[src/rtl/threshold_select_pkg.sv]
// threshold_select_pkg: constants and types shared by the supply voltage detector control
package threshold_select_pkg;
  // register offsets on the plain register port
  localparam logic [3:0] OFS_PROTECT = 4'h0;
  localparam logic [3:0] OFS_CLOCK = 4'h1;
  localparam logic [3:0] OFS_CONTROL = 4'h2;
  localparam logic [3:0] OFS_FLAGS = 4'h3;
  localparam logic [3:0] OFS_IRQ_EN = 4'h4;
  // protection key
  localparam logic [15:0] PROTECT_KEY = 16'h0096;
  // reset-enable key value
  localparam logic [3:0] RESET_KEY = 4'ha;
  // detector_control field positions
  localparam int POS_SUPPLY = 15;
  localparam int POS_COUNT = 13;
  localparam int POS_THRESH = 8;
  localparam int POS_RKEY = 4;
  localparam int POS_EXT = 3;
  localparam int POS_MODE = 1;
  localparam int POS_EN = 0;
  // detector_clock_control field positions
  localparam int POS_DEBUG_RUN = 8;
  localparam int POS_CLOCK_DIVIDER = 4;
  localparam int POS_CLOCK_SOURCE = 0;
  // detector_flag_register field positions
  localparam int POS_RESULT = 1;
  localparam int POS_FLAG = 0;
  // values after reset
  localparam logic [4:0] THRESH_RST = 5'h1e;
  localparam logic DEBUG_RUN_RST = 1'b1;
  // intermittent periods in detector clock ticks
  localparam logic [9:0] PERIOD_128 = 10'h080;
  localparam logic [9:0] PERIOD_256 = 10'h100;
  localparam logic [9:0] PERIOD_512 = 10'h200;
  // control register image
  typedef struct packed {
    logic supply_select;
    logic [1:0] low_count_select;
    logic [4:0] threshold_select;
    logic [3:0] reset_enable_key;
    logic external_pin_select;
    logic [1:0] interval_mode;
    logic detect_enable;
  } threshold_select_ctrl_s;
  // detector clock control image
  typedef struct packed {
    logic debug_run;
    logic [2:0] clock_divider;
    logic [1:0] clock_source;
  } threshold_select_clk_s;
endpackage : threshold_select_pkg

[src/rtl/threshold_select_sampler.sv]
// threshold_select_sampler: comparator power and sample timing on the detector clock
`timescale 1ns/1ns
module threshold_select_sampler (
  // clocking
  input wire logic clk_sys,
  input wire logic reset,
  input wire logic ce,
  // control
  input wire logic enable,
  input wire logic [1:0] mode,
  input wire logic det_tick,
  // timing outputs
  output logic power_q,
  output logic sample_q
);
  logic [9:0] cnt_q;
  logic [9:0] period;

  // period from mode; continuous mode samples every tick
  always_comb begin
    unique case (mode)
      2'h1: period = threshold_select_pkg::PERIOD_128;
      2'h2: period = threshold_select_pkg::PERIOD_256;
      2'h3: period = threshold_select_pkg::PERIOD_512;
      2'h0: period = 10'h001;
    endcase
  end

  // comparator powers on one tick ahead and stays on through the sample
  always_ff @(posedge clk_sys or posedge reset) begin
    if (reset) begin
      cnt_q <= 10'h000;
      power_q <= 1'b0;
      sample_q <= 1'b0;
    end else if (ce) begin
      sample_q <= 1'b0;
      if (!enable) begin
        cnt_q <= 10'h000;
        power_q <= 1'b0;
      end else if (mode == 2'h0) begin
        power_q <= 1'b1;
        sample_q <= det_tick;
        cnt_q <= 10'h000;
      end else if (det_tick) begin
        if (cnt_q >= period - 10'h001) begin
          cnt_q <= 10'h000;
          // a period cut short by a mode change finds the comparator
          // unpowered, so that interval is skipped, not sampled
          sample_q <= power_q;
        end else begin
          cnt_q <= cnt_q + 10'h001;
          power_q <= (cnt_q == period - 10'h002);
        end
      end else if (sample_q) begin
        // power drops only once the sample has been taken
        power_q <= 1'b0;
      end
    end
  end
endmodule : threshold_select_sampler

[src/rtl/threshold_select_counter.sv]
// threshold_select_counter: consecutive low-sample counter for intermittent mode
`timescale 1ns/1ns
module threshold_select_counter (
  // clocking
  input wire logic clk_sys,
  input wire logic reset,
  input wire logic ce,
  // control
  input wire logic enable,
  input wire logic continuous,
  input wire logic [1:0] count_sel,
  input wire logic sample,
  input wire logic low,
  // event
  output logic event_q
);
  logic [3:0] cnt_q;
  logic [3:0] need;

  // one, two, four or eight consecutive lows
  always_comb begin
    need = 4'h1 << count_sel;
  end

  always_ff @(posedge clk_sys or posedge reset) begin
    if (reset) begin
      cnt_q <= 4'h0;
      event_q <= 1'b0;
    end else if (ce) begin
      event_q <= 1'b0;
      if (!enable) begin
        cnt_q <= 4'h0;
      end else if (sample) begin
        if (!low) begin
          cnt_q <= 4'h0;
        end else if (continuous) begin
          event_q <= 1'b1;
          cnt_q <= 4'h0;
        end else if (cnt_q + 4'h1 >= need) begin
          event_q <= 1'b1;
          cnt_q <= 4'h0;
        end else begin
          cnt_q <= cnt_q + 4'h1;
        end
      end
    end
  end
endmodule : threshold_select_counter

[src/rtl/threshold_select_top.sv]
// threshold_select_top: supply voltage detector control, registers, interrupt, reset
//
// Summary of operation
// - result reads 0 at or above threshold, 1 below it.
// - interval mode zero runs continuously and updates the result always.
// - continuous low gives interrupt event, or reset when key is 0xa.
// - intermittent modes power comparator each interval, sample once, power off.
// - intermittent event only after the selected count of consecutive lows.
// - count select gives one, two, four or eight; unused when continuous.
// - intermittent period is detector clock over 128, 256 or 512.
// - interrupt function only when key differs from 0xa; event sets flag.
// - interrupt request while flag set and irq enable is one.
// - flag stays set on recovery; cleared only by writing one.
// - with key 0xa reset issues when the flag would be set.
// - after issuing reset the detector switches to continuous and runs on.
// - during detector reset the external sense pin stays routed.
// - reset held until result returns to 0, then released.
// - during detector reset clock control bits return to initial values.
// - supply, threshold, pin select, key and enable keep their values.
// - mode and count cleared, irq enable cleared, flag kept.
// - continuous mode keeps detecting regardless of system clock state; here detection runs on clk_sys and stops while ce is low.
`timescale 1ns/1ns
module threshold_select_top (
  // clocking
  input wire logic clk_sys,
  input wire logic reset,
  input wire logic ce,
  // register port
  input wire logic [3:0] reg_addr,
  input wire logic [15:0] reg_wdata,
  input wire logic reg_wr,
  input wire logic reg_rd,
  output logic [15:0] reg_rdata_q,
  // detector side
  input wire logic det_tick,
  input wire logic comp_low,
  input wire logic external_sense_pin_0,
  input wire logic external_sense_pin_1,
  output logic comp_power_q,
  output logic [4:0] comp_threshold_q,
  output logic comp_supply_q,
  output logic comp_ext_pin_q,
  output logic sense_pin_route_q,
  // system side
  output logic irq_q,
  output logic detector_reset_q,
  output logic [5:0] clk_cfg_q
);
  // ==========================================================
  // state
  threshold_select_pkg::threshold_select_ctrl_s ctrl_q;
  threshold_select_pkg::threshold_select_clk_s clkc_q;
  logic unlocked_q;
  logic result_q;
  logic flag_q;
  logic irq_en_q;
  logic sample;
  logic det_event;
  logic wr_prot;
  logic wr_clk;
  logic wr_ctrl;
  logic wr_flag;
  logic wr_ien;
  logic reset_mode;
  logic irq_mode;
  logic sense_unused;

  // ==========================================================
  // timing of one detection, counted in system clock cycles
  // c0: detector tick seen while detection is enabled
  // c1: sampler pulse; the comparator is powered in this cycle
  // c2: result loaded, counter may raise its one-cycle event
  // c3: flag set, and the detector reset raised too in reset mode
  // c4: interrupt request follows the flag by one more cycle
  // every output is registered, so the request lags the flag
  // by one cycle; glitch-free outputs cost one cycle of latency
  //
  // hazards that shaped the code
  // - a flag clear in the same cycle as a new event loses, so
  //   a low detection is never dropped by a late acknowledge
  // - writes to the protected registers are ignored silently
  //   while locked, just as software expects from a lock
  // - the detector reset freezes control writes; software must
  //   re-initialise after it falls to get its old mode back
  // - the clock enable freezes every register here, including
  //   the sampler and the counter, so no tick is half-counted
  //
  // limitations
  // - the count select is written only while the interval mode
  //   already is intermittent; set the mode first, then count
  // - clearing detect_enable forces the result to zero at once
  //   and restarts the consecutive-low count
  // - the comparator is taken as settled one tick after power-on;
  //   a slower comparator needs a longer lead in the sampler
  // - the external sense pins are analog and bypass this logic;
  //   only the routing request leaves the block

  // ==========================================================
  // write decode; protected registers need the unlock key
  assign wr_prot = reg_wr && reg_addr == threshold_select_pkg::OFS_PROTECT;
  assign wr_clk = reg_wr && unlocked_q && reg_addr == threshold_select_pkg::OFS_CLOCK;
  assign wr_ctrl = reg_wr && unlocked_q && reg_addr == threshold_select_pkg::OFS_CONTROL;
  assign wr_flag = reg_wr && reg_addr == threshold_select_pkg::OFS_FLAGS;
  assign wr_ien = reg_wr && reg_addr == threshold_select_pkg::OFS_IRQ_EN;
  assign reset_mode = ctrl_q.reset_enable_key == threshold_select_pkg::RESET_KEY;
  assign irq_mode = !reset_mode;
  // pins are read by the analog comparator, not by this logic
  assign sense_unused = external_sense_pin_0 ^ external_sense_pin_1;

  // ==========================================================
  // protection unlock: key opens, any other value closes
  always_ff @(posedge clk_sys or posedge reset) begin
    if (reset) begin
      unlocked_q <= 1'b0;
    end else if (ce && wr_prot) begin
      unlocked_q <= reg_wdata == threshold_select_pkg::PROTECT_KEY;
    end
  end

  // ==========================================================
  // sample timing and consecutive counting
  threshold_select_sampler u_sampler (
    .clk_sys(clk_sys),
    .reset(reset),
    .ce(ce),
    .enable(ctrl_q.detect_enable),
    .mode(ctrl_q.interval_mode),
    .det_tick(det_tick),
    .power_q(comp_power_q),
    .sample_q(sample)
  );

  threshold_select_counter u_counter (
    .clk_sys(clk_sys),
    .reset(reset),
    .ce(ce),
    .enable(ctrl_q.detect_enable),
    .continuous(ctrl_q.interval_mode == 2'h0),
    .count_sel(ctrl_q.low_count_select),
    .sample(sample),
    .low(comp_low),
    .event_q(det_event)
  );

  // ==========================================================
  // detection result, loaded on each sample
  always_ff @(posedge clk_sys or posedge reset) begin
    if (reset) begin
      result_q <= 1'b0;
    end else if (ce) begin
      if (!ctrl_q.detect_enable) begin
        result_q <= 1'b0;
      end else if (sample) begin
        result_q <= comp_low;
      end
    end
  end

  // ==========================================================
  // detector reset: raised on event, held until result clears
  // a fresh event while held simply keeps the request up
  always_ff @(posedge clk_sys or posedge reset) begin
    if (reset) begin
      detector_reset_q <= 1'b0;
    end else if (ce) begin
      if (det_event && reset_mode) begin
        detector_reset_q <= 1'b1;
      end else if (detector_reset_q && !result_q) begin
        detector_reset_q <= 1'b0;
      end
    end
  end

  // ==========================================================
  // control register; during detector reset mode and count clear
  always_ff @(posedge clk_sys or posedge reset) begin
    if (reset) begin
      ctrl_q <= '0;
      ctrl_q.threshold_select <= threshold_select_pkg::THRESH_RST;
    end else if (ce) begin
      if (detector_reset_q || (det_event && reset_mode)) begin
        // others retained so detection carries on
        ctrl_q.interval_mode <= 2'h0;
        ctrl_q.low_count_select <= 2'h0;
      end else if (wr_ctrl) begin
        ctrl_q.supply_select <= reg_wdata[threshold_select_pkg::POS_SUPPLY];
        // count select is only writable in intermittent mode
        if (ctrl_q.interval_mode != 2'h0) begin
          ctrl_q.low_count_select <= reg_wdata[threshold_select_pkg::POS_COUNT +: 2];
        end
        ctrl_q.threshold_select <= reg_wdata[threshold_select_pkg::POS_THRESH +: 5];
        ctrl_q.reset_enable_key <= reg_wdata[threshold_select_pkg::POS_RKEY +: 4];
        ctrl_q.external_pin_select <= reg_wdata[threshold_select_pkg::POS_EXT];
        ctrl_q.interval_mode <= reg_wdata[threshold_select_pkg::POS_MODE +: 2];
        ctrl_q.detect_enable <= reg_wdata[threshold_select_pkg::POS_EN];
      end
    end
  end

  // ==========================================================
  // clock control register; returns to initial during detector reset
  always_ff @(posedge clk_sys or posedge reset) begin
    if (reset) begin
      clkc_q <= '0;
      clkc_q.debug_run <= threshold_select_pkg::DEBUG_RUN_RST;
    end else if (ce) begin
      if (detector_reset_q) begin
        clkc_q <= '0;
        clkc_q.debug_run <= threshold_select_pkg::DEBUG_RUN_RST;
      end else if (wr_clk) begin
        clkc_q.debug_run <= reg_wdata[threshold_select_pkg::POS_DEBUG_RUN];
        clkc_q.clock_divider <= reg_wdata[threshold_select_pkg::POS_CLOCK_DIVIDER +: 3];
        clkc_q.clock_source <= reg_wdata[threshold_select_pkg::POS_CLOCK_SOURCE +: 2];
      end
    end
  end

  // ==========================================================
  // sticky flag: set wins over a write-one clear
  // the clear is refused while the detector reset is up
  always_ff @(posedge clk_sys or posedge reset) begin
    if (reset) begin
      flag_q <= 1'b0;
    end else if (ce) begin
      if (det_event) begin
        flag_q <= 1'b1;
      end else if (wr_flag && reg_wdata[threshold_select_pkg::POS_FLAG]
                   && !detector_reset_q) begin
        flag_q <= 1'b0;
      end
    end
  end

  // interrupt enable, cleared during detector reset
  always_ff @(posedge clk_sys or posedge reset) begin
    if (reset) begin
      irq_en_q <= 1'b0;
    end else if (ce) begin
      if (detector_reset_q) begin
        irq_en_q <= 1'b0;
      end else if (wr_ien) begin
        irq_en_q <= reg_wdata[0];
      end
    end
  end

  // interrupt request only in interrupt mode
  always_ff @(posedge clk_sys or posedge reset) begin
    if (reset) begin
      irq_q <= 1'b0;
    end else if (ce) begin
      irq_q <= flag_q && irq_en_q && irq_mode;
    end
  end

  // ==========================================================
  // comparator configuration and pin routing
  always_ff @(posedge clk_sys or posedge reset) begin
    if (reset) begin
      comp_threshold_q <= threshold_select_pkg::THRESH_RST;
      comp_supply_q <= 1'b0;
      comp_ext_pin_q <= 1'b0;
      sense_pin_route_q <= 1'b0;
      clk_cfg_q <= 6'h00;
    end else if (ce) begin
      comp_threshold_q <= ctrl_q.threshold_select;
      comp_supply_q <= ctrl_q.supply_select;
      comp_ext_pin_q <= ctrl_q.external_pin_select;
      // route holds through detector reset so pin sensing goes on
      sense_pin_route_q <= ctrl_q.supply_select
                           && ctrl_q.detect_enable;
      clk_cfg_q <= {clkc_q.debug_run, clkc_q.clock_divider,
                    clkc_q.clock_source};
    end
  end

  // ==========================================================
  // read data, one cycle after the strobe; unmapped reads zero
  always_ff @(posedge clk_sys or posedge reset) begin
    if (reset) begin
      reg_rdata_q <= 16'h0000;
    end else if (ce) begin
      reg_rdata_q <= 16'h0000;
      if (reg_rd) begin
        unique case (reg_addr)
          threshold_select_pkg::OFS_PROTECT: reg_rdata_q <= {15'h0000, unlocked_q};
          threshold_select_pkg::OFS_CLOCK: reg_rdata_q <= {7'h00, clkc_q.debug_run,
            1'b0, clkc_q.clock_divider, 2'h0, clkc_q.clock_source};
          threshold_select_pkg::OFS_CONTROL: reg_rdata_q <= ctrl_q;
          threshold_select_pkg::OFS_FLAGS: reg_rdata_q <= {14'h0000,
            result_q, flag_q};
          threshold_select_pkg::OFS_IRQ_EN: reg_rdata_q <= {15'h0000, irq_en_q};
          default: reg_rdata_q <= {15'h0000, sense_unused & 1'b0};
        endcase
      end
    end
  end
endmodule : threshold_select_top

[config.mk]
export PLATFORM = sky130hd
export DESIGN_NAME = threshold_select_top
export DESIGN_NICKNAME = d
export VERILOG_FILES = /design/src/rtl/threshold_select_pkg.sv /design/src/rtl/threshold_select_sampler.sv /design/src/rtl/threshold_select_counter.sv /design/src/rtl/threshold_select_top.sv
export SDC_FILE = /design/constraint.sdc
export NUM_CORES = 1
export LEC_CHECK = 0
export CORE_MARGIN = 1
export CORE_UTILIZATION = 51
export DETAILED_ROUTE_END_ITERATION = 10
export DONT_BUFFER_PORTS = 1
export PLACE_DENSITY_LB_ADDON = 0.08
export SLEW_MARGIN = 20
export SYNTH_ARGS = -nofsm -noshare
export SYNTH_HDL_FRONTEND = slang
export SYNTH_SLANG_ARGS = --single-unit
[constraint.sdc]
create_clock -name clk_sys -period 3.25 [get_ports clk_sys]
set_clock_uncertainty 0.15 [all_clocks]
set_input_delay 0 -clock clk_sys [delete_from_list [all_inputs] [get_ports clk_sys]]
set_output_delay 0 -clock clk_sys [all_outputs]
set_load 0.005 [all_outputs]
==> results of run 1 <==
-- synth_stat cells (9+ instances only) --
cell type / count
nor2_1: 15
a22o_1: 19
a22oi_1: 11
inv_1: 21
o21ai_0: 14
o2bb2ai_1: 10
nand2_1: 27
mux2_2: 19
dfrtp_1: 66
nand3_1: 11
dfstp_2: 9
clkbuf_1: 9
ha_1: 15
-- registers in the layout (all words and copies together) (netlist names), 4 cells and up --
signal / count
clkc_q: 6
u_counter.cnt_q: 4
u_sampler.cnt_q: 10
ctrl_q: 16
clk_cfg_q: 6
reg_rdata_q: 16
comp_threshold_q: 5
-- kinds of logic (layout without fill, tap and decap cells) --
family | count (synthesis) | in the layout | share of synthesized area
compound gates | 87 | 87 | 0.1787
xor+xnor | 9 | 9 | 0.02006
fa+ha+maj | 15 | 15 | 0.04777
buf+inv | 37 | 85 | 0.04458
flops | 75 | 75 | 0.4806
mux | 32 | 32 | 0.09013
simple gates | 95 | 95 | 0.1382
-- report_power, final --
part           leakage [nW]  switching (mW)  internal [mW]  total [mW]
combinational          1.04           0.105         0.0724       0.177
sequential            0.992          0.0144          0.941       0.956
clock                 0.113           0.388          0.446       0.834
-- area by class of cell --
type	count	area (um^2)
fill	589	2673
sequential	75	1888
multi-input combinational	238	1866
timing repair buffer	48	473.0
clock buffer	9	123.9
tap	99	123.9
clock inverter	7	105.1
inverter	21	78.83
-- critical path, delay by kind of cell --
| family | cells | cell delay [ns] |
|---|---|---|
| buffers and inverters | 3 | 1.85 |
| and+or+nand+nor | 3 | 0.84 |
| AOI/OAI and AO/OA | 2 | 0.56 |
-- routing by layer --
| metal | part of all wire | wire [um] | up-vias |
|---|---|---|---|
| li1 | - | - | 1394 |
| met1 | 0.44 | 4034 | 1475 |
| met2 | 0.49 | 4487 | 92 |
| met3 | 0.051 | 468 | 24 |
| met4 | 0.026 | 241 | 0 |
| met5 | 0 | 0 | - |
-- worst paths after layout --
kind | endpoint | start | slack (ns)
min in group asynchronous | comp_threshold_q[4] | reset | 0.53
hold / removal | unlocked_q | reg_wdata[13] | -0.003
max in group asynchronous | u_sampler.sample_q | reset | 1.72
hold reg to reg | clkc_q[5] | clkc_q[5] | 0.33
setup reg to reg | u_sampler.cnt_q[8] | ctrl_q[1] | 0.29
setup / recovery | ctrl_q[2] | reg_addr[2] | 0.13
-- stage by stage --
step,setup WS [ns],power (mW),util,hold slack [ns]
2_1_floorplan,0.3195,1.078,-,-0.01747
3_3_place_gp,0.4134,1.097,0.5469,-0.3546
3_5_place_dp,0.3595,1.100,0.5469,-0.3499
4_1_cts,0.1924,1.982,0.6354,0.00009148
5_1_grt,0.003374,2.030,0.6354,0.03117
6_report,0.1268,1.967,0.6354,-0.002723
==> impl_results.md, run 1 <==
* Die Y at 89.77 um
* Failing checks: negative hold slack
* CTS tree: yes
* Primary FF master, synth: dfrtp_1
* Max Clock Freq at 320.2 MHz
* Total clock buffers created by CTS at 9
* IO Pins at between 60 and 70
* Clock tree root driver cell: clkbuf_8
* Syn Inst Count at 350
* Slowest Stage Delay on Critical Path at ~0.66 ns
* Routed via count at 2985
* Mapped cell area at around 3900 um^2
* Starting Density at 0.5359
* Total grt overflow at 0
* H-tree Lvls at 3
* Syn_nets at 394
* Period Utilization, post-route at 0.9610
* Outcome: finished, violations left
* Crit path top cell by count: dlygate4sd3_1
* Number of synthesized flops with an enable pin at 0
* Cell Count Post-Placement at 440
* All-Layer GR Usage at 0.2441
* Final min period at 3.123 ns
* Top cell type's share of synthesized area at 0.4204
* HP Class: input pin to flop
* Worst Reg-to-Reg Cells at 10
* CTS Hold Bufs at 41
* Total number of yosys warnings at 0
* Crit-path cells: dlygate4sd3_1, nor2_4, dlygate4sd3_1, nand2_2, a2111oi_4, and2_1, a22o_1, dlygate4sd3_1
* Overall die area at 8059 um^2
* Nets at 437
* Met2 Use GR at 0.4026
* Worst IR drop on VDD at ~0.00035 V
* Initial antenna violation count at 0
* Most common cell after layout, fill and taps aside: dfrtp_1
* Vias in the first global route at 3086
* Post-DP HPWL at a little over 6000 um
* Postcts setup bufs at 0
* Worst Hold Slack at -0.002723 ns
* Worst-Margin Slew at 0.8724 ns
* Worst setup path class: input pin to flop
* Post-synthesis sequential area ratio at 0.4806
* Leakage at roughly 2.1 nW
* Max Cap Viol at 0
* GR peak layer: met2
* Post-Route WL at 9232 um
* Avg WL per Cell at around 19 um
* Core region area at 7331 um^2
* GR met1 Demand/Resource at 0.3130
* Total negative slack at 0 ns
* DRC at 0
* Worst-path fanout max at 14
* Placed Area at 4009 um^2
* Relative slew slack at 0.4178
* Ratio of cells with drive above 1 in the final layout at 0.1583
* Non-Filler Instances at 497
* Worst-skew pair later-pin latency at 0.36 ns
* Crit path max-delay cell type: dlygate4sd3_1
* Largest net degree at the start of global routing at 48
* Ranking of synthesized cells by area: dfrtp_1, dfstp_2, mux2_2, ha_1, a22o_1
* Clock transition at path regs at ~0.080 ns
* Die width at roughly 90 um
* Final hold vios at 1
* Hold depth at 4
* Distinct cells, synth at 61
* Arrival time worst endpoint at 3.26 ns
* Antenna diodes at 0
* Starting DRT DRC Count at 151
* Cell taking the most area after synthesis: dfrtp_1
* Number of synthesized register bits at 75
* Worst setup EP type: flop
* First-pass GRT wire length at roughly 16000 um
* CTS resizes at 0
* Worst Setup Start Kind: input pin
* Clock sinks at 75
* Area delta synth->final at 18.57%
* GPL Wtd Cong at 0.7984
* Met3 usage at 0.05076
* Ys async rst share at 1.000
* Routed Antenna Nets at 0
* Synth Area per Inst at roughly 11 um^2
* Fin area at ~4700 um^2
* Row count at 31
* Via density at 6.006
* Power per cell area at 422.3 nW/um^2
* Maximum root-to-sink buffer count at 2
* RSZ-0062 raised after global routing: no
* Most frequent cells in the layout: dfrtp_1, dlygate4sd3_1, nand2_1, inv_1
* Setup Viol. Count Final at 0
* IO buf count at 0
* Final Max Slew Viols at 0
* Required @ worst endpoint at 3.39 ns
* Pre-antenna DRT Iters at 4
(Power assumes the default switching activity.)
==> run 2, diff against run 1 <==
--- a/config.mk
+++ b/config.mk
@@ -9,6 +9,7 @@
 export CORE_UTILIZATION = 51
 export DETAILED_ROUTE_END_ITERATION = 10
 export DONT_BUFFER_PORTS = 1
+export MAX_ROUTING_LAYER = met4
 export PLACE_DENSITY_LB_ADDON = 0.08
 export SLEW_MARGIN = 20
 export SYNTH_ARGS = -nofsm -noshare
==> run 2 against run 1 <==
- the flow now finishes without violations
- largest power group unchanged
- global-route usage rose by 0.74 points
- flip-flop and latch count did not move
- hold slack improved by 0.012 ns
- critical path type unchanged
- total power barely moved
- sequential share of layout area barely moved
==> impl_results.md, run 2 (synthesis gave the netlist of run 1 again) <==
* Clock tree root driver cell: clkbuf_8
* Power per cell area at 422.0 nW/um^2 (about the same)
* IO buf count at 0 (unchanged)
* GR peak layer: met2
* Clock transition at path regs at 0.09 ns (about the same)
* Pre-antenna DRT Iters at 4 (unchanged)
* GR met1 Demand/Resource at 0.3158 (+0.002795)
* Met3 usage at 0.04738 (-0.003384)
* Row count at 31 (unchanged)
* Total negative slack at 0 ns (unchanged)
* Final hold vios at 0 (-1)
* Postcts setup bufs at 0 (unchanged)
* RSZ-0062 raised after global routing: no
* Setup crit start: reg_addr[2]
* Worst-skew pair later-pin latency at 0.36 ns (about the same)
* Via density at 5.982 (-0.40%)
* Post-Route WL at 9203 um (-0.31%)
* Die Y at 89.77 um (unchanged)
* Worst IR drop on VDD at 0.0003511 V (about the same)
* Final min period at 3.026 ns (-0.09715 ns)
* Max Clock Freq at 330.5 MHz (+3.2%)
* RR Startpoint: ctrl_q[1]
* Worst-Margin Slew at 0.8665 ns (-0.005885 ns)
* Nets at 437 (unchanged)
* Clock sinks at 75 (unchanged)
* Routed Antenna Nets at 0 (unchanged)
* Die width at 89.77 um (unchanged)
* Largest net degree at the start of global routing at 48 (unchanged)
* Core region area at 7331 um^2 (unchanged)
* Arrival time worst endpoint at 3.11 ns (-0.15 ns)
* DRC at 0 (unchanged)
* Period Utilization, post-route at 0.9311 (-0.02989)
* Cell Count Post-Placement at 440 (unchanged)
* Maximum root-to-sink buffer count at 2 (unchanged)
* All-Layer GR Usage at 0.2516 (+0.007427)
* Antenna diodes at 0 (unchanged)
* Initial antenna violation count at 0 (unchanged)
* Biggest regs: ctrl_q (16), reg_rdata_q (16), u_sampler.cnt_q (10)
* Most common cell after layout, fill and taps aside: dfrtp_1
* Non-Filler Instances at 497 (unchanged)
* HP Class: input pin to flop
* Starting DRT DRC Count at 162 (+7.3%)
* Total clock buffers created by CTS at 9 (unchanged)
* H-tree Lvls at 3 (unchanged)
* Final Max Slew Viols at 0 (unchanged)
* Routed via count at 2973 (-0.40%)
* Met2 Use GR at 0.4026 (unchanged)
* Worst Setup Start Kind: input pin
* GPL Wtd Cong at 0.8098 (+1.4%)
* Most frequent cells in the layout: dfrtp_1, dlygate4sd3_1, nand2_1, inv_1
* Relative slew slack at 0.4217 (+0.003928)
* Area delta synth->final at 18.60% (about the same)
* Worst-path fanout max at 7 (-7)
* Post-DP HPWL at 6104 um (unchanged)
* Fill cell count at 588 (-0.17%)
* Worst setup path class: input pin to flop
* Outcome: completed
* Critical hold path startpoint: reg_wdata[13]
* Ratio of cells with drive above 1 in the final layout at 0.1608 (+0.002513)
* Leakage at 2.141 nW (about the same)
* Vias in the first global route at 3081 (-0.16%)
* IO Pins at 62 (unchanged)
* Total grt overflow at 0 (unchanged)
* Starting Density at 0.5359 (unchanged)
* CTS tree: yes
* First-pass GRT wire length at 15610 um (+0.13%)
* Setup Viol. Count Final at 0 (unchanged)
* Max Cap Viol at 0 (unchanged)
* Overall die area at 8059 um^2 (unchanged)
* Required @ worst endpoint at 3.33 ns (-0.06 ns)
* Avg WL per Cell at 18.52 um (-0.31%)
* Worst setup EP type: flop
[run 2: area by class of cell]
cell class              instances  area [um^2]  area share
clock buffers                   9        123.9     0.02658
clock inverters                 7        105.1     0.02256
inverters                      21        78.83     0.01692
multi-input cells             238         1867      0.4006
flip-flops and latches         75         1888      0.4052
well taps                      99        123.9     0.02658
repair buffers                 48        473.0      0.1015
[run 2: power breakdown]
part | internal, mW | switching [mW] | leakage, nW | total, mW
registers | 0.941 | 0.0144 | 0.992 | 0.956
logic | 0.0724 | 0.105 | 1.04 | 0.177
clock network | 0.446 | 0.388 | 0.113 | 0.834
total | 1.46 | 0.507 | 2.14 | 1.97
[run 2: worst max-delay path, cell delays in order]
cell and delay, ns:
dlygate4sd3_1 0.66, nor2_4 0.12, dlygate4sd3_1 0.65, nand2_2 0.10, nor2_1 0.15, dlygate4sd3_1 0.58
nor2_1 0.06, a22o_1 0.22, dlygate4sd3_1 0.57
[run 2: repair_timing]
item | in CTS | in global routing
gates resized for setup | 0 | 1
endpoints found under the hold margin | 132 | 0
endpoints found under the setup margin | 0 | 1
hold buffers | 41 | 0
[run 2: per-layer routing]
metal | wire length, um | up-vias
li1 | - | 1395
met1 | 4094 | 1472
met2 | 4498 | 83
met3 | 410 | 23
met4 | 199 | 0
met5 | 0 | -
[run 2: metrics by stage]
stage / hold WS (ns) / worst slack (ns) / power, mW / utilization / instance area, um^2
global placement: -0.3546 / 0.4134 / 1.097 / 0.5469 / 4009
global route: 0.03116 / 0.1047 / 2.030 / 0.6356 / 4659
finish: 0.009232 / 0.2239 / 1.966 / 0.6356 / 4659
CTS: 0.00009148 / 0.1924 / 1.982 / 0.6354 / 4658
floorplan: -0.01747 / 0.3195 / 1.078 / - / 3929
detailed placement: -0.3499 / 0.3595 / 1.100 / 0.5469 / 4009
[run 2: final timing paths]
| kind | to | slack [ns] | cells after the start |
|---|---|---|---|
| worst max-delay path | ctrl_q[2] | 0.22 | 9 |
| worst min-delay path | unlocked_q | 0.009 | 4 |
| worst max register to register | u_sampler.cnt_q[8] | 0.28 | 10 |
| worst min register to register | clkc_q[5] | 0.33 | 2 |
| max in group asynchronous | u_sampler.sample_q | 1.72 | 4 |
| min in group asynchronous | comp_threshold_q[4] | 0.53 | 3 |
